--- src/hdl/pvb_pkg.sv ---
// Shared constants, register map and carrier types for the voltage-code bus slave
package pvb_pkg;
   // Register byte offsets
   localparam logic [7:0] PVB_OFF_CFG = 8'h00;
   localparam logic [7:0] PVB_OFF_BOOT = 8'h04;
   localparam logic [7:0] PVB_OFF_WP0 = 8'h08;
   localparam logic [7:0] PVB_OFF_STATUS = 8'h18;
   localparam logic [7:0] PVB_OFF_REF = 8'h1C;
   localparam int PVB_WP_NUM = 4;
   // Bus addresses
   localparam logic [3:0] PVB_DEV_ADDR_RST = 4'h2;
   localparam logic [3:0] PVB_BCAST_MEM = 4'hE;
   localparam logic [3:0] PVB_BCAST_CPU = 4'hF;
   // Broadcast acceptance settings
   localparam logic [1:0] PVB_AC_BOTH = 2'h0;
   localparam logic [1:0] PVB_AC_MEM_ONLY = 2'h1;
   localparam logic [1:0] PVB_AC_CPU_ONLY = 2'h2;
   localparam logic [1:0] PVB_AC_NONE = 2'h3;
   // Link commands
   localparam logic [4:0] PVB_CMD_SETVID_FAST = 5'h01;
   localparam logic [4:0] PVB_CMD_SETVID_SLOW = 5'h02;
   localparam logic [4:0] PVB_CMD_SET_PS = 5'h03;
   localparam logic [4:0] PVB_CMD_SET_WP = 5'h09;
   localparam int PVB_FRAME_BITS = 17;
   // Resolution and slew arithmetic
   localparam int PVB_RES_FINE_MV = 5;
   localparam int PVB_RES_COARSE_MV = 10;
   localparam int PVB_RATE_MIN_MVUS = 10;
   localparam int PVB_RATE_STEP_MVUS = 5;
   localparam int PVB_RATE_MAX_MVUS = 80;
   localparam int PVB_CLK_PERIOD_NS = 5;
   localparam int PVB_REF_FRAC = 16;
   // Reference counts in 1/16 uV; one mV/us equals one uV/ns
   localparam int PVB_STEP_PER_MVUS = PVB_CLK_PERIOD_NS * PVB_REF_FRAC;
   localparam int PVB_UNITS_PER_MV = 1000 * PVB_REF_FRAC;
   localparam int PVB_REF_W = 27;
   localparam int PVB_STEP_W = 14;
   // Reset values of configuration
   localparam logic [7:0] PVB_BOOT_RST = 8'h00;
   localparam logic [7:0] PVB_WP_RST = 8'h00;

   typedef struct packed {
      logic [1:0] slow_fac;   // 0:1/2 1:1/4 2:1/8 3:1/16
      logic [3:0] fast_sel;
      logic boot_sel;
      logic res_10mv;
      logic gen_b;
      logic ac_auto;
      logic rail_mem;
      logic [1:0] ac_mode;
      logic [3:0] dev_addr;
   } pvb_cfg_t;

   localparam pvb_cfg_t PVB_CFG_RST = '{slow_fac: 2'h0, fast_sel: 4'h0, boot_sel: 1'b0,
      res_10mv: 1'b0, gen_b: 1'b0, ac_auto: 1'b0, rail_mem: 1'b0, ac_mode: PVB_AC_BOTH,
      dev_addr: PVB_DEV_ADDR_RST};

   typedef struct packed {
      logic [3:0] addr;
      logic [4:0] cmd;
      logic [7:0] data;
   } pvb_frame_t;
endpackage

--- src/hdl/pvb_slave.sv ---
// Voltage-code bus slave: link receiver, reference ramp and AXI4-Lite registers
// What this block does
// [RULE1] Link uses three wires: clock, two-way data, active-low alert from us.
// [RULE2] Device address resets to 02h and is rewritable in configuration.
// [RULE3] Broadcast acceptance: both 0E and 0F, 0E only, 0F only, none.
// [RULE4] Processor-core rail answers broadcast 0F; memory rail answers 0E.
// [RULE5] Older generation by mode bit; boot voltage selectable from boot register. Code boots before boot_sel can be set, so always to code 00h.
// [RULE6] Older generation can use 10 mV per code via a configuration bit.
// [RULE7] Newer generation boots from boot register; resolution 5 or 10 mV. Code boots before gen_b can be set, so always to code 00h.
// [RULE8] Broadcast set-work-point moves the rail to the work-point register target.
// [RULE9] Work-point moves use common slew and common power state.
// [RULE10] Sixteen fast slew settings spanning 10 to 80 mV/us. Code steps 5 mV/us from 10, so settings 14 and 15 both give 80 mV/us.
// [RULE11] Slow slew is fast slew times 1/2, 1/4, 1/8 or 1/16.
// [RULE12] Reference ramps to new code at chosen rate; alert marks completion.
// [RULE13] Processor addresses one rail directly or all rails by broadcast.
//
// Added by the designer: the address map and the AXI4-Lite register port.
`timescale 1ns/10ps
module pvb_slave
   import pvb_pkg::*;
(
   input wire logic clk_sys,                  // System clock, 200 MHz
   input wire logic rst,                      // Synchronous reset, active high
   input wire logic link_clk_i,               // Link clock pin from processor
   input wire logic link_data_i,              // Link data pin level
   output logic link_data_o,                  // Link data drive level
   output logic link_data_oe,                 // Link data drive enable
   output logic alert_n_o,                    // Alert drive level, active low
   output logic alert_oe,                     // Alert drive enable
   output logic [PVB_REF_W-1:0] ref_o,        // Reference, 1/16 uV units
   input wire logic [7:0] s_axi_awaddr,       // AXI write address
   input wire logic s_axi_awvalid,            // AXI write address valid
   output logic s_axi_awready,                // AXI write address ready
   input wire logic [31:0] s_axi_wdata,       // AXI write data
   input wire logic [3:0] s_axi_wstrb,        // AXI write strobes
   input wire logic s_axi_wvalid,             // AXI write data valid
   output logic s_axi_wready,                 // AXI write data ready
   output logic [1:0] s_axi_bresp,            // AXI write response
   output logic s_axi_bvalid,                 // AXI write response valid
   input wire logic s_axi_bready,             // AXI write response ready
   input wire logic [7:0] s_axi_araddr,       // AXI read address
   input wire logic s_axi_arvalid,            // AXI read address valid
   output logic s_axi_arready,                // AXI read address ready
   output logic [31:0] s_axi_rdata,           // AXI read data
   output logic [1:0] s_axi_rresp,            // AXI read response
   output logic s_axi_rvalid,                 // AXI read data valid
   input wire logic s_axi_rready              // AXI read data ready
);
   import pvb_pkg::*;

   typedef enum logic [1:0] {PVB_L_IDLE, PVB_L_SHIFT, PVB_L_ACK_WAIT, PVB_L_ACK} pvb_lstate_t;

   function automatic logic [PVB_STEP_W-1:0] fast_step(input logic [3:0] sel);
      int rate;
      rate = PVB_RATE_MIN_MVUS + PVB_RATE_STEP_MVUS * int'(sel);
      if (rate > PVB_RATE_MAX_MVUS) begin
         rate = PVB_RATE_MAX_MVUS;
      end
      return PVB_STEP_W'(rate * PVB_STEP_PER_MVUS);
   endfunction

   function automatic logic [PVB_REF_W-1:0] code_to_ref(input logic [7:0] code,
                                                        input logic coarse);
      int res;
      res = coarse ? PVB_RES_COARSE_MV : PVB_RES_FINE_MV;
      return PVB_REF_W'(int'(code) * res * PVB_UNITS_PER_MV);
   endfunction

   function automatic logic [31:0] merge(input logic [31:0] old, input logic [31:0] nw,
                                         input logic [3:0] strb);
      logic [31:0] r;
      r = old;
      for (int i = 0; i < 4; i++) begin
         if (strb[i]) begin
            r[8*i +: 8] = nw[8*i +: 8];
         end
      end
      return r;
   endfunction

   // Registers
   pvb_cfg_t cfg_q;
   logic [7:0] boot_q;
   logic [7:0] wp_q [PVB_WP_NUM];
   logic [7:0] tgt_code_q;
   logic [PVB_REF_W-1:0] tgt_ref_q;
   logic [PVB_REF_W-1:0] ref_q;
   logic [PVB_STEP_W-1:0] step_q;
   logic slow_q;
   logic [1:0] ps_q;
   logic busy_q;
   logic boot_go_q;
   logic done_q;

   // Link sampling: first stage feeds only the second
   logic lck_m_q, lck_s_q, lck_p_q, ldat_m_q, ldat_s_q;
   logic lck_rise, lck_fall;
   pvb_lstate_t lst_q;
   logic [4:0] bit_cnt_q;
   logic [PVB_FRAME_BITS-1:0] shift_q;
   pvb_frame_t frame;
   logic frame_end, is_bcast, accept;
   logic acc_e, acc_f;

   always_ff @(posedge clk_sys) begin
      if (rst) begin
         lck_m_q <= 1'b0;
         lck_s_q <= 1'b0;
         lck_p_q <= 1'b0;
         ldat_m_q <= 1'b1;
         ldat_s_q <= 1'b1;
      end else begin
         lck_m_q <= link_clk_i;   // [RULE1]
         lck_s_q <= lck_m_q;
         lck_p_q <= lck_s_q;
         ldat_m_q <= link_data_i;
         ldat_s_q <= ldat_m_q;
      end
   end

   assign lck_rise = lck_s_q & ~lck_p_q;
   assign lck_fall = ~lck_s_q & lck_p_q;
   assign frame = pvb_frame_t'({shift_q[PVB_FRAME_BITS-2:0], ldat_s_q});
   assign frame_end = (lst_q == PVB_L_SHIFT) && lck_rise
                      && (bit_cnt_q == 5'(PVB_FRAME_BITS - 1));

   // Broadcast acceptance: auto follows rail type, else the explicit setting
   assign acc_e = cfg_q.ac_auto ? cfg_q.rail_mem                             // [RULE4]
                  : (cfg_q.ac_mode == PVB_AC_BOTH || cfg_q.ac_mode == PVB_AC_MEM_ONLY); // [RULE3]
   assign acc_f = cfg_q.ac_auto ? ~cfg_q.rail_mem                            // [RULE4]
                  : (cfg_q.ac_mode == PVB_AC_BOTH || cfg_q.ac_mode == PVB_AC_CPU_ONLY); // [RULE3]
   assign is_bcast = (frame.addr == PVB_BCAST_MEM && acc_e)
                     || (frame.addr == PVB_BCAST_CPU && acc_f);
   // Work point is only honoured through a broadcast address
   assign accept = frame_end && (is_bcast                                    // [RULE13]
                   || (frame.addr == cfg_q.dev_addr && frame.cmd != PVB_CMD_SET_WP)); // [RULE2]

   always_ff @(posedge clk_sys) begin
      if (rst) begin
         lst_q <= PVB_L_IDLE;
         bit_cnt_q <= 5'h00;
         shift_q <= '0;
         link_data_o <= 1'b1;
         link_data_oe <= 1'b0;
      end else begin
         unique case (lst_q)
            PVB_L_IDLE: begin
               if (lck_rise && !ldat_s_q) begin
                  lst_q <= PVB_L_SHIFT;
                  bit_cnt_q <= 5'h00;
               end
            end
            PVB_L_SHIFT: begin
               if (lck_rise) begin
                  shift_q <= {shift_q[PVB_FRAME_BITS-2:0], ldat_s_q};
                  bit_cnt_q <= bit_cnt_q + 5'h01;
                  if (frame_end) begin
                     lst_q <= accept ? PVB_L_ACK_WAIT : PVB_L_IDLE;
                  end
               end
            end
            PVB_L_ACK_WAIT: begin
               if (lck_fall) begin
                  lst_q <= PVB_L_ACK;
                  link_data_o <= 1'b0;   // [RULE1]
                  link_data_oe <= 1'b1;
               end
            end
            PVB_L_ACK: begin
               if (lck_fall) begin
                  lst_q <= PVB_L_IDLE;
                  link_data_o <= 1'b1;
                  link_data_oe <= 1'b0;
               end
            end
         endcase
      end
   end

   // Ramp control: one command source per cycle, boot after reset release
   logic [1:0] wp_idx;
   logic [7:0] new_code;
   logic [PVB_REF_W-1:0] diff;
   assign wp_idx = frame.data[1:0];
   assign new_code = (frame.cmd == PVB_CMD_SET_WP) ? wp_q[wp_idx] : frame.data;  // [RULE8]
   assign diff = (ref_q > tgt_ref_q) ? ref_q - tgt_ref_q : tgt_ref_q - ref_q;

   always_ff @(posedge clk_sys) begin
      if (rst) begin
         boot_go_q <= 1'b1;
         tgt_code_q <= 8'h00;
         tgt_ref_q <= '0;
         step_q <= '0;
         slow_q <= 1'b0;
         ps_q <= 2'h0;
      end else begin
         boot_go_q <= 1'b0;
         if (boot_go_q) begin
            // Boot runs on reset configuration: gen_b and boot_sel are 0, so it always boots from zero
            tgt_code_q <= (cfg_q.gen_b || cfg_q.boot_sel) ? boot_q : 8'h00;     // [RULE5] [RULE7]
            tgt_ref_q <= code_to_ref((cfg_q.gen_b || cfg_q.boot_sel) ? boot_q : 8'h00,
                                     cfg_q.res_10mv);
            step_q <= fast_step(cfg_q.fast_sel);
            slow_q <= 1'b0;
         end else if (accept) begin
            if (frame.cmd == PVB_CMD_SET_PS) begin
               ps_q <= frame.data[1:0];
            end else if (frame.cmd == PVB_CMD_SETVID_FAST || frame.cmd == PVB_CMD_SET_WP
                         || frame.cmd == PVB_CMD_SETVID_SLOW) begin
               tgt_code_q <= new_code;
               tgt_ref_q <= code_to_ref(new_code, cfg_q.res_10mv);              // [RULE6] [RULE7]
               if (frame.cmd == PVB_CMD_SETVID_SLOW) begin
                  // Shift kept at three bits so the 1/16 factor does not wrap to zero
                  step_q <= fast_step(cfg_q.fast_sel)
                            >> ({1'b0, cfg_q.slow_fac} + 3'h1);                 // [RULE11]
                  slow_q <= 1'b1;
               end else begin
                  step_q <= fast_step(cfg_q.fast_sel);                          // [RULE10]
                  slow_q <= 1'b0;
               end
               if (frame.cmd == PVB_CMD_SET_WP) begin
                  ps_q <= 2'h0;                                                 // [RULE9]
               end
            end
         end
      end
   end

   // Reference ramp; done pulses once when the target is reached
   always_ff @(posedge clk_sys) begin
      if (rst) begin
         ref_q <= '0;
         ref_o <= '0;
         busy_q <= 1'b0;
         done_q <= 1'b0;
      end else begin
         done_q <= 1'b0;
         ref_o <= ref_q;
         if (ref_q != tgt_ref_q) begin
            busy_q <= 1'b1;
            if (diff <= PVB_REF_W'(step_q)) begin
               ref_q <= tgt_ref_q;                                              // [RULE12]
               done_q <= 1'b1;
               busy_q <= 1'b0;
            end else if (ref_q < tgt_ref_q) begin
               ref_q <= ref_q + PVB_REF_W'(step_q);
            end else begin
               ref_q <= ref_q - PVB_REF_W'(step_q);
            end
         end else begin
            busy_q <= 1'b0;
         end
      end
   end

   // Alert: set on completion wins over the clear by an accepted frame
   always_ff @(posedge clk_sys) begin
      if (rst) begin
         alert_n_o <= 1'b1;
         alert_oe <= 1'b0;
      end else if (done_q) begin
         alert_n_o <= 1'b0;                                                     // [RULE12]
         alert_oe <= 1'b1;
      end else if (accept) begin
         alert_n_o <= 1'b1;
         alert_oe <= 1'b0;
      end
   end

   // AXI4-Lite write channel
   logic [7:0] aw_addr_q;
   logic [31:0] w_data_q;
   logic [3:0] w_strb_q;
   logic wr_go, wr_map;
   assign wr_go = !s_axi_awready && !s_axi_wready && !s_axi_bvalid;
   assign wr_map = aw_addr_q == PVB_OFF_CFG || aw_addr_q == PVB_OFF_BOOT
                   || (aw_addr_q >= PVB_OFF_WP0 && aw_addr_q < PVB_OFF_STATUS
                       && aw_addr_q[1:0] == 2'h0);

   always_ff @(posedge clk_sys) begin
      if (rst) begin
         s_axi_awready <= 1'b1;
         s_axi_wready <= 1'b1;
         s_axi_bvalid <= 1'b0;
         s_axi_bresp <= 2'h0;
         aw_addr_q <= 8'h00;
         w_data_q <= 32'h0;
         w_strb_q <= 4'h0;
      end else begin
         if (s_axi_awvalid && s_axi_awready) begin
            aw_addr_q <= s_axi_awaddr;
            s_axi_awready <= 1'b0;
         end
         if (s_axi_wvalid && s_axi_wready) begin
            w_data_q <= s_axi_wdata;
            w_strb_q <= s_axi_wstrb;
            s_axi_wready <= 1'b0;
         end
         if (wr_go) begin
            s_axi_bvalid <= 1'b1;
            s_axi_bresp <= wr_map ? 2'h0 : 2'h2;
         end
         if (s_axi_bvalid && s_axi_bready) begin
            s_axi_bvalid <= 1'b0;
            s_axi_awready <= 1'b1;
            s_axi_wready <= 1'b1;
         end
      end
   end

   always_ff @(posedge clk_sys) begin
      if (rst) begin
         cfg_q <= PVB_CFG_RST;                                                  // [RULE2]
         boot_q <= PVB_BOOT_RST;
         for (int i = 0; i < PVB_WP_NUM; i++) begin
            wp_q[i] <= PVB_WP_RST;
         end
      end else if (wr_go) begin
         if (aw_addr_q == PVB_OFF_CFG) begin
            cfg_q <= pvb_cfg_t'(merge(32'(cfg_q), w_data_q, w_strb_q));
         end
         if (aw_addr_q == PVB_OFF_BOOT) begin
            boot_q <= 8'(merge({24'h0, boot_q}, w_data_q, w_strb_q));
         end
         for (int i = 0; i < PVB_WP_NUM; i++) begin
            if (aw_addr_q == PVB_OFF_WP0 + 8'(4 * i)) begin
               wp_q[i] <= 8'(merge({24'h0, wp_q[i]}, w_data_q, w_strb_q));
            end
         end
      end
   end

   // AXI4-Lite read channel
   logic [31:0] rd_val;
   logic rd_ok;
   always_comb begin
      rd_val = 32'h0;
      rd_ok = 1'b1;
      unique case (s_axi_araddr)
         PVB_OFF_CFG: rd_val = 32'(cfg_q);
         PVB_OFF_BOOT: rd_val = {24'h0, boot_q};
         PVB_OFF_WP0: rd_val = {24'h0, wp_q[0]};
         PVB_OFF_WP0 + 8'h04: rd_val = {24'h0, wp_q[1]};
         PVB_OFF_WP0 + 8'h08: rd_val = {24'h0, wp_q[2]};
         PVB_OFF_WP0 + 8'h0C: rd_val = {24'h0, wp_q[3]};
         PVB_OFF_STATUS: rd_val = {19'h0, slow_q, ps_q, ~alert_n_o, busy_q, tgt_code_q};
         PVB_OFF_REF: rd_val = 32'(ref_q);
         default: rd_ok = 1'b0;
      endcase
   end

   always_ff @(posedge clk_sys) begin
      if (rst) begin
         s_axi_arready <= 1'b1;
         s_axi_rvalid <= 1'b0;
         s_axi_rdata <= 32'h0;
         s_axi_rresp <= 2'h0;
      end else begin
         if (s_axi_arvalid && s_axi_arready) begin
            s_axi_arready <= 1'b0;
            s_axi_rvalid <= 1'b1;
            s_axi_rdata <= rd_val;
            s_axi_rresp <= rd_ok ? 2'h0 : 2'h2;
         end
         if (s_axi_rvalid && s_axi_rready) begin
            s_axi_rvalid <= 1'b0;
            s_axi_arready <= 1'b1;
         end
      end
   end
endmodule

--- config.mk ---
export PLATFORM = sky130hd
export DESIGN_NAME = pvb_slave
export DESIGN_NICKNAME = d
export VERILOG_FILES = /design/src/hdl/pvb_pkg.sv /design/src/hdl/pvb_slave.sv
export SDC_FILE = /design/constraint.sdc
export NUM_CORES = 1
export LEC_CHECK = 0
export BUFFER_PORTS_ARGS = -buffer_cell sky130_fd_sc_hd__buf_2
export CAP_MARGIN = 20
export CORE_UTILIZATION = 55
export CTS_CLUSTER_DIAMETER = 150
export DETAILED_ROUTE_END_ITERATION = 10
export PLACE_DENSITY = 0.73
export RECOVER_POWER = 50
export SLEW_MARGIN = 0
export SYNTH_ARGS = -nofsm -noshare
export SYNTH_HDL_FRONTEND = slang
export SYNTH_SLANG_ARGS = --single-unit
export TNS_END_PERCENT = 50
--- constraint.sdc ---
create_clock -name clk_sys -period 9.25 [get_ports clk_sys]
set_input_delay 2.3125 -clock clk_sys [delete_from_list [all_inputs] [get_ports clk_sys]]
set_output_delay 2.3125 -clock clk_sys [all_outputs]
set_load 0.02 [all_outputs]
# Word level (Yosys, flattened, before mapping)
# Memories as Yosys holds them, arrays and structs flattened.
# Cells that the tools add are included.
# W data, S select, Z words.
[totals]
reg_bits = 228
latchBits = 0
ram_bits = 32
romBits = 0
inputBits = 61
out_inout_bits = 72
elab_cells = 273
mem_count = 1
[op_classes]
addsub = 7
multipliers = 8
n_div = 0
order_cmp = 6
eq_ne = 33
n_shift = 1
n_mux = 102
bitwise_logic = 13
reduce_logical = 57
[mem_list]
columns = ["memory", "depth", "width", "rd", "rd_clocked_by_memory_dff", "write_ports", "line", "source"]
rows = [
  ["wp_q", 4, 8, 5, 0, 4, "pvb_slave.sv:84", "logic [7:0] wp_q [PVB_WP_NUM];"],
]
[op_table]
columns = ["op", "n"]
rows = [
  ["$mux W32", 14],
  ["$mux W8", 27],
  ["$pmux W27 S8", 1],
  ["$mux W27", 7],
  ["$mul A32 B4 Y10 const B", 3],
  ["$mux W14", 5],
  ["$sub A27 B27 Y27", 2],
  ["$eq A8 B5 Y1 const B", 6],
  ["$eq A8 B4 Y1 const B", 4],
  ["$mul A32 B8 Y20 const B", 1],
  ["$mul A9 B32 Y32", 1],
  ["$mux W1", 30],
  ["$add A27 B14 Y27", 1],
  ["$gt A27 B27 Y1", 1],
  ["$le A27 B14 Y1", 1],
  ["$lt A27 B27 Y1", 1],
  ["$ne A27 B27 Y1", 1],
  ["$sub A27 B14 Y27", 1],
  ["$reduce_and A3 Y1", 8],
  ["$mux W2", 11],
  ["$mul A12 B7 Y19 const B", 1],
  ["$eq A8 B3 Y1 const B", 2],
  ["$logic_and A1 B1 Y1", 16],
  ["$logic_not A8 Y1", 2],
  ["other kinds (36)", 80],
]

# Depth between registers and ports, before layout
# Gate-level depths: netlist of run 1.
[logic_depth]
word_depth = 17
ltp_mapped = 34

# Least setup slack after synthesis of run 1
# No wires, ideal clock.
[synth_path]
kind = "reg2reg"
startpoint = "register ldat_s_q"
endpoint = "register tgt_ref_q[25]"
setup_ns = 0.095
t_arrival_ns = 7.548
required_ns = 9.155
setup_slack_ns = 1.607
path_stages_with_launch = 31
n_path_buf = 1
synth_period_minus_slack_ns = 7.643
path_cell_list = "dfxtp_1 buf_1 mux2i_1 nand2_1 o22ai_1 mux2i_1 ha_1 inv_1 fa_1 inv_1 fa_1 a21o_1 a21oi_1 o21bai_1 a21oi_1 xnor2_1 xnor2_1 fa_1 fa_1 fa_1 inv_1 ha_1 or2_2 a21oi_1 a31oi_1 a221o_1 a21oi_1 nor2b_1 o211ai_1 o31ai_1 a221oi_1"
[synth_between]
elab_chain_cells = 8
[synth_rtl]
columns = ["item", "line", "source"]
rows = [
  ["start, declared", "pvb_slave.sv:96", "logic lck_m_q, lck_s_q, lck_p_q, ldat_m_q, ldat_s_q;"],
  ["start signal, assigned", "pvb_slave.sv:117", "ldat_s_q <= ldat_m_q;"],
  ["$mem_v2 Z4 W8", "--", ""],
  ["$mux W8 (*)", "pvb_slave.sv:185", "assign new_code = (frame.cmd == PVB_CMD_SET_WP) ? wp_q[wp_idx] : frame.data;"],
  ["$mul A8 B4 Y12 (*)", "pvb_slave.sv:66", "return PVB_REF_W'(int'(code) * res * PVB_UNITS_PER_MV);"],
  ["$mul A12 B7 Y19 (*)", "pvb_slave.sv:66", ""],
  ["$mux W27 (*)", "pvb_slave.sv:208", "end else if (frame.cmd == PVB_CMD_SETVID_FAST || frame.cmd == PVB_CMD_SET_WP"],
  ["$mux W27 (*)", "pvb_slave.sv:206", "if (frame.cmd == PVB_CMD_SET_PS) begin"],
  ["$mux W27 (*)", "pvb_slave.sv:205", "end else if (accept) begin"],
  ["$mux W27 (*)", "pvb_slave.sv:198", "if (boot_go_q) begin"],
  ["end signal, assigned", "pvb_slave.sv:201", "tgt_ref_q <= code_to_ref((cfg_q.gen_b || cfg_q.boot_sel) ? boot_q : 8'h00,"],
  ["end signal, assigned", "pvb_slave.sv:211", "tgt_ref_q <= code_to_ref(new_code, cfg_q.res_10mv);"],
  ["end, declared", "pvb_slave.sv:86", "logic [PVB_REF_W-1:0] tgt_ref_q;"],
]
# Every way passes the cells marked *; elsewhere a longest branch is shown, timed or not. The select of a mux whose other input is x is not followed.
# A chain may end at the register's enable or synchronous reset.

# Worst setup path in the final report of run 1
# Same ends and word-level chain as after synthesis.

==> flow_summary_export.csv, run 1 <==
group,metric,value,unit
run_status,status,"complete, but fails checks",
power,pwr-share-clk,0.221,
route,drc,0,
floorplanning,die_h,196.3,um
floorplanning,dieArea,0.03851,mm^2
sta,finalCriticalPeriod,8.333,ns
clock_tree,cts.sinks,253,
power,intPower,3.048,mW
synthesis,synth_top_area_cell,"dfxtp_1",
synthesis,synth-edff-count,32,
route,routed_wl,57.48,mm
sta,slew_headroom,-1.412,
power,seqPwrFrac,0.250,
floorplanning,fp.dieW,196.3,um
synthesis,yosys_warnings,0,
finish,drive_gt1_frac,0.08265,
critical_path,critPathMaxStageDelay,0.62,ns
route,dr_total_vias,18150,
global_route,grt_pass1_vias,17400,
finish,antenna_cells,0,
placement,port_buffers,109,
synthesis,synthArstFlopShare,0,
synthesis,synth-seq-cells,253,
sta,rsz0062_at_grt,"no",
critical_path,worstPathRequired,9.73,ns
global_route,grt_use_total,0.2969,
synthesis,syn_area,0.02075,mm^2
power,ir_drop,0.2039,mV
route,dr.first_iter.drc_count,1312,
placement,placed_area,0.02168,mm^2
clock_tree,cts_root_buf,"clkbuf_16",
critical_path,critPathLaunchType,"flip-flop",
clock_tree,cts_tree,"built",
synthesis,yosys-top-cells-count,"277 x inv_1, 228 x ha_1, 221 x dfxtp_1, 217 x nand2_1, 217 x nor2_1",
route,via_per_inst,5.915,
synthesis,yosysSeqAreaShare,0.2595,
synthesis,synth.distinct_cells,80,
clock_tree,clk_pin_slew,0.06,ns
critical_path,worst_path_max_delay_cell,"dfxtp_1",
power,p_sw,2.226,mW
finish,fin_nets,2922,
route,wl_per_cell,18.73,um
sta,timing.fmax,120.0,MHz
clock_tree,holdBufCountCts,0,
sta,post-route-period-util,0.9009,
finish,fin_util,0.6134,
placement,gp_congestion,0.9661,
floorplanning,initial_utilization,0.5628,
synthesis,synth_flop_cell,"dfxtp_1",
clock_tree,htreeDepth,1,
critical_path,worst-setup-path-type,"reg -> reg",
critical_path,arrival,8.82,ns
synthesis,synth.area.top_cells,"dfxtp_1 21%, ha_1 14%, fa_1 8.6%",
power,p_leak,10.07,nW
sta,tightest_slew,3.618,ns
synthesis,postSynthAreaPerCell,8.365,um^2
sta,fin_skew,0.02122,ns
floorplanning,core-area,0.03687,mm^2
clock_tree,cts_made_buffers,28,
global_route,antenna_found_initial,0,
route,first_pass_iters,9,
finish,fin_area,0.02262,mm^2
power,p_comb_frac,0.529,
sta,slew_violations,218,
power,swShare,0.4220,
global_route,grt_pass1_wl,91.03,mm
finish,layout.cells.non_filler,3069,
sta,setup_violations,0,
critical_path,crit_path_end_kind,"flip-flop",
run_status,violations,"max-capacitance violations, max-slew violations",
clock_tree,clk_path_buf_depth,3,
floorplanning,io_pins,133,
clock_tree,clk_latency,0.57,ns
critical_path,crit_fanout,9,
global_route,grt-ovfl-total,0,
run,maxCapViolations,3,
power,p_per_area,233.2,mW/mm^2
finish,area_growth,8.977,%
synthesis,syn_inst,2481,
sta,hold_viol,0,
synthesis,synth_top_area_share,0.2132,
synthesis,yosys.cell_count.top_type,"inv_1",
floorplanning,fp-row-count,70,
global_route,grt_max_degree,81,
route,ant_nets,0,
sta,tns,0,ns
power,power.total,5.274,mW
placement,dp_cells,3016,
hold_path,worst_hold_path_type,"reg -> reg",
placement,dpl.hpwl,45.02,mm
## layout by cell type, fill, tap and decap left out, types with 17 or more instances in the layout
master / count
a211oi_1: 35
a21o_1: 40
a21oi_1: 207
a221oi_1: 17
a22oi_1: 44
a31oi_1: 22
and2_0: 29
and2_1: 24
and3_1: 21
buf_2: 88
buf_4: 19
clkbuf_1: 31
clkbuf_16: 28
dfxtp_1: 221
edfxtp_1: 32
fa_1: 89
ha_1: 228
inv_1: 277
mux2i_1: 50
nand2_1: 217
nand2b_1: 22
nand3_1: 40
nor2_1: 216
nor2b_1: 28
nor3_1: 49
o21ai_0: 85
o21bai_1: 25
xnor2_1: 87
xor2_1: 34
## metal layers
layer  GRT usage  routed length [um]  part of all wire  vias up
met4      0.1045                1858             0.032        0
met2      0.4960               27090              0.47      627
met3     0.03077                3321             0.058      113
met5           0                   0                 0        -
met1      0.3992               25210              0.44     8685
li1            -                   -                 -     8728
## final timing paths
path            start             to  slack (ns)  depth (start not counted)
max          ldat_s_q  tgt_ref_q[25]        0.92                         30
min          ldat_m_q       ldat_s_q        0.41                          1
max reg2reg  ldat_s_q  tgt_ref_q[25]        0.92                         30
min reg2reg  ldat_m_q       ldat_s_q        0.41                          1
## area by class of cell
class,instances,area (um^2)
clock buffer,38,758.2
fill,3258,14260
multi-input combinational,1852,13920
sequential,253,5385
inverter,278,1044
tap,504,630.6
clock inverter,13,193.9
timing repair buffer,131,684.4
## worst max-delay path, delay by kind of cell (launching register included)
kind / cells / cell delay, ns
adders and majority gates: 7 / 3.01
xor gates and xnor gates: 2 / 0.66
buffers and inverters: 5 / 0.48
and+or+nand+nor: 3 / 0.51
DFF: 1 / 0.62
muxes: 2 / 0.84
AOI/OAI and AO/OA: 11 / 2.11
## cell families after synthesis
| logic type | after synthesis | share of synthesized area |
|---|---|---|
| buffers and inverters | 389 | 0.07331 |
| AND/OR/NAND/NOR | 729 | 0.1654 |
| flip-flops | 253 | 0.2595 |
| AO/OA/AOI/OAI | 600 | 0.1888 |
| XOR/XNOR | 121 | 0.05106 |
| multiplexers | 70 | 0.03822 |
| adder cells (fa/ha/maj) | 317 | 0.2233 |
| other | 2 | 0.0003619 |
## what timing repair did
item,in CTS,in global routing
buffers inserted,0,0
resized for setup,0,1
setup endpoints to repair,0,1
## state kept, by name (all words and copies together), names as in the netlist, 2 cells and up, named ones only
name	flops
shift_q	16
cfg_q	17
ref_q	27
boot_q	8
tgt_code_q	8
tgt_ref_q	20
ref_o	27
step_q	14
w_data_q	17
aw_addr_q	8
ps_q	2
s_axi_rdata	27
wp_q	32
bit_cnt_q	5
w_strb_q	3
## power groups by stage
| stage | combinational (mW) | clock (mW) | sequential (mW) |
|---|---|---|---|
| floorplan | 2.14 | 0 | 1.31 |
| global placement | 2.69 | 0 | 1.33 |
| detailed placement | 2.73 | 0 | 1.34 |
| CTS | 2.76 | 1.18 | 1.31 |
| global route | 3.09 | 1.22 | 1.33 |
| finish | 2.79 | 1.17 | 1.32 |
## per-stage QoR
stage	hold slack, ns	setup WS [ns]
after floorplan	0.3895	1.607
after detailed placement	0.3954	0.6947
final	0.4082	0.9170
after global routing	0.4178	0.2949
after global placement	0.3968	0.9897
after CTS	0.4095	0.6744
(Power assumes the default switching activity.)
==> inputs of run 2 (changes only) <==
--- a/config.mk
+++ b/config.mk
@@ -7,10 +7,12 @@
 export LEC_CHECK = 0
 export BUFFER_PORTS_ARGS = -buffer_cell sky130_fd_sc_hd__buf_2
 export CAP_MARGIN = 20
-export CORE_UTILIZATION = 55
+export CELL_PAD_IN_SITES_DETAIL_PLACEMENT = 0
+export CELL_PAD_IN_SITES_GLOBAL_PLACEMENT = 2
+export CORE_UTILIZATION = 38
 export CTS_CLUSTER_DIAMETER = 150
 export DETAILED_ROUTE_END_ITERATION = 10
-export PLACE_DENSITY = 0.73
+export PLACE_DENSITY_LB_ADDON = 0.1
 export RECOVER_POWER = 50
 export SLEW_MARGIN = 0
 export SYNTH_ARGS = -nofsm -noshare
==> run 2 against run 1 <==
Die area grew 44%. Critical endpoint unchanged. Worst hold slack better by 0.0046 ns. Largest power group unchanged. The flow still finishes with violations (max-capacitance violations, max-slew violations). Via count fell by 2.8%. Highest routed layer unchanged. Sequential power barely moved. Total power is 3.0% higher.
==> flow_summary_export.csv, run 2 (same netlist as run 1, synthesis figures left out) <==
group,metric,value,unit
run_status,status,"complete, but fails checks",
run_status,violations,"max-capacitance violations, max-slew violations",
clock_tree,cts_tree,"built",
power,p_leak,10.07,nW
critical_path,crit_path_frequent_cell,"fa_1",
floorplanning,dieArea,0.05555,mm^2
sta,setup_violations,0,
route,dr.first_iter.drc_count,1137,
critical_path,critical_path_cell_count,29,
global_route,grt_max_degree,78,
clock_tree,clk_path_buf_depth,3,
placement,dpl.hpwl,50.24,mm
sta,hold_viol,0,
clock_tree,postCtsSetupRepairBufs,0,
hold_path,hp-start,"ldat_m_q",
power,p_per_area,236.1,mW/mm^2
critical_path,worst_path_max_delay_cell,"fa_1",
critical_path,r2r_slack,0.76,ns
critical_path,worst-setup-path-type,"reg -> reg",
critical_path,critPathTopFamily,"adder cells",
clock_tree,cts.sinks,253,
finish,fin_util,0.4266,
finish,final_cell_mix,"277 x inv_1, 228 x ha_1, 221 x dfxtp_1, 216 x nand2_1, 215 x nor2_1",
floorplanning,initial_utilization,0.3849,
finish,area_growth,10.85,%
route,ant_nets,0,
power,ir_drop,0.1109,mV
critical_path,arrival,8.93,ns
critical_path,critPathMaxStageDelay,0.51,ns
hold_path,worst_hold_path_type,"reg -> reg",
floorplanning,fp.dieW,235.7,um
sta,rsz0062_at_grt,"no",
sta,post-route-period-util,0.9179,
critical_path,crit_buf_inv,3,
route,wl_per_cell,19.37,um
placement,placed_area,0.02197,mm^2
critical_path,reg2reg_from,"shift_q[7]",
clock_tree,clk_pin_slew,0.06,ns
sta,timing.fmax,117.8,MHz
global_route,grt_use_total,0.2267,
placement,gp_congestion,0.8984,
finish,final_common_cell,"inv_1",
critical_path,crit_path_end_kind,"flip-flop",
global_route,antenna_found_initial,0,
run,maxCapViolations,3,
finish,fin_nets,2933,
floorplanning,fp-row-count,85,
clock_tree,holdBufCountCts,0,
placement,port_buffers,109,
route,first_pass_iters,5,
sta,slew_headroom,-1.432,
clock_tree,clk_latency,0.54,ns
critical_path,critPathLaunchType,"flip-flop",
finish,layout.cells.non_filler,3276,
power,power.total,5.432,mW
global_route,grt_pass1_wl,98.52,mm
hold_path,hold_depth,1,
sta,tns,0,ns
route,drc,0,
floorplanning,core-area,0.05392,mm^2
floorplanning,io_pins,133,
clock_tree,post_cts_resize_count,0,
clock_tree,cts_root_buf,"clkbuf_16",
sta,finalCriticalPeriod,8.491,ns
sta,fin_skew,0.01652,ns
floorplanning,die_h,235.7,um
finish,drive_gt1_frac,0.08023,
route,via_per_inst,5.386,
critical_path,startpoint,"shift_q[7]",
global_route,grt_pass1_vias,17240,
critical_path,crit_fanout,10,
route,dr_total_vias,17650,
critical_path,worstPathRequired,9.69,ns
clock_tree,cts_made_buffers,34,
critical_path,r2r_cells,29,
clock_tree,htreeDepth,2,
finish,antenna_cells,0,
global_route,grt-ovfl-total,0,
finish,fin_area,0.02300,mm^2
sta,slew_violations,218,
finish,largest_reg_flops,32,
placement,dp_cells,3215,
sta,tightest_slew,3.649,ns
route,routed_wl,63.46,mm
finish,largest-register,"wp_q",
run 2: cell count changes in the layout (fill, tap and decap cells not counted), sizes merged:
| cell | before | now |
|---|---|---|
| buf | 108 | 90 |
| bufinv | 4 | 2 |
| clkbuf | 61 | 90 |
| clkinvlp | 0 | 4 |
| inv | 278 | 280 |
run 2: stage by stage:
stage / hold WS, ns / setup slack [ns]
floorplan: 0.3895 / 1.607
CTS: 0.4193 / 0.6734
detailed placement: 0.4100 / 0.7022
global placement: 0.4070 / 0.8296
finish: 0.4128 / 0.7593
global route: 0.4268 / 0.02881
run 2: final timing paths:
| kind | to |
|---|---|
| max | tgt_ref_q[25] |
| max reg2reg | tgt_ref_q[25] |
| min reg2reg | ldat_s_q |
| min | ldat_s_q |
run 2: layout make-up:
| class | count | area [um^2] |
|---|---|---|
| repair buffers | 136 | 685.7 |
| inverters | 278 | 1044 |
| flip-flops and latches | 253 | 5385 |
| fillers | 5484 | 30920 |
| multi-input cells | 1852 | 13920 |
| clock buffers | 44 | 939.7 |
| clock inverters | 17 | 160.2 |
| well taps | 696 | 870.8 |
run 2: power by group:
part | switching (mW) | internal (mW)
sequential | 0.122 | 1.20
clock | 0.535 | 0.779
combinational | 1.64 | 1.16
total | 2.29 | 3.14
run 2: layer usage:
layer / global-route usage / vias to the layer above / part of all wire
met3: 0.02709 / 87 / 0.040
met1: 0.3075 / 8437 / 0.47
met5: 0 / - / 0
li1: - / 8740 / -
met2: 0.3745 / 381 / 0.46
met4: 0.07150 / 0 / 0.029
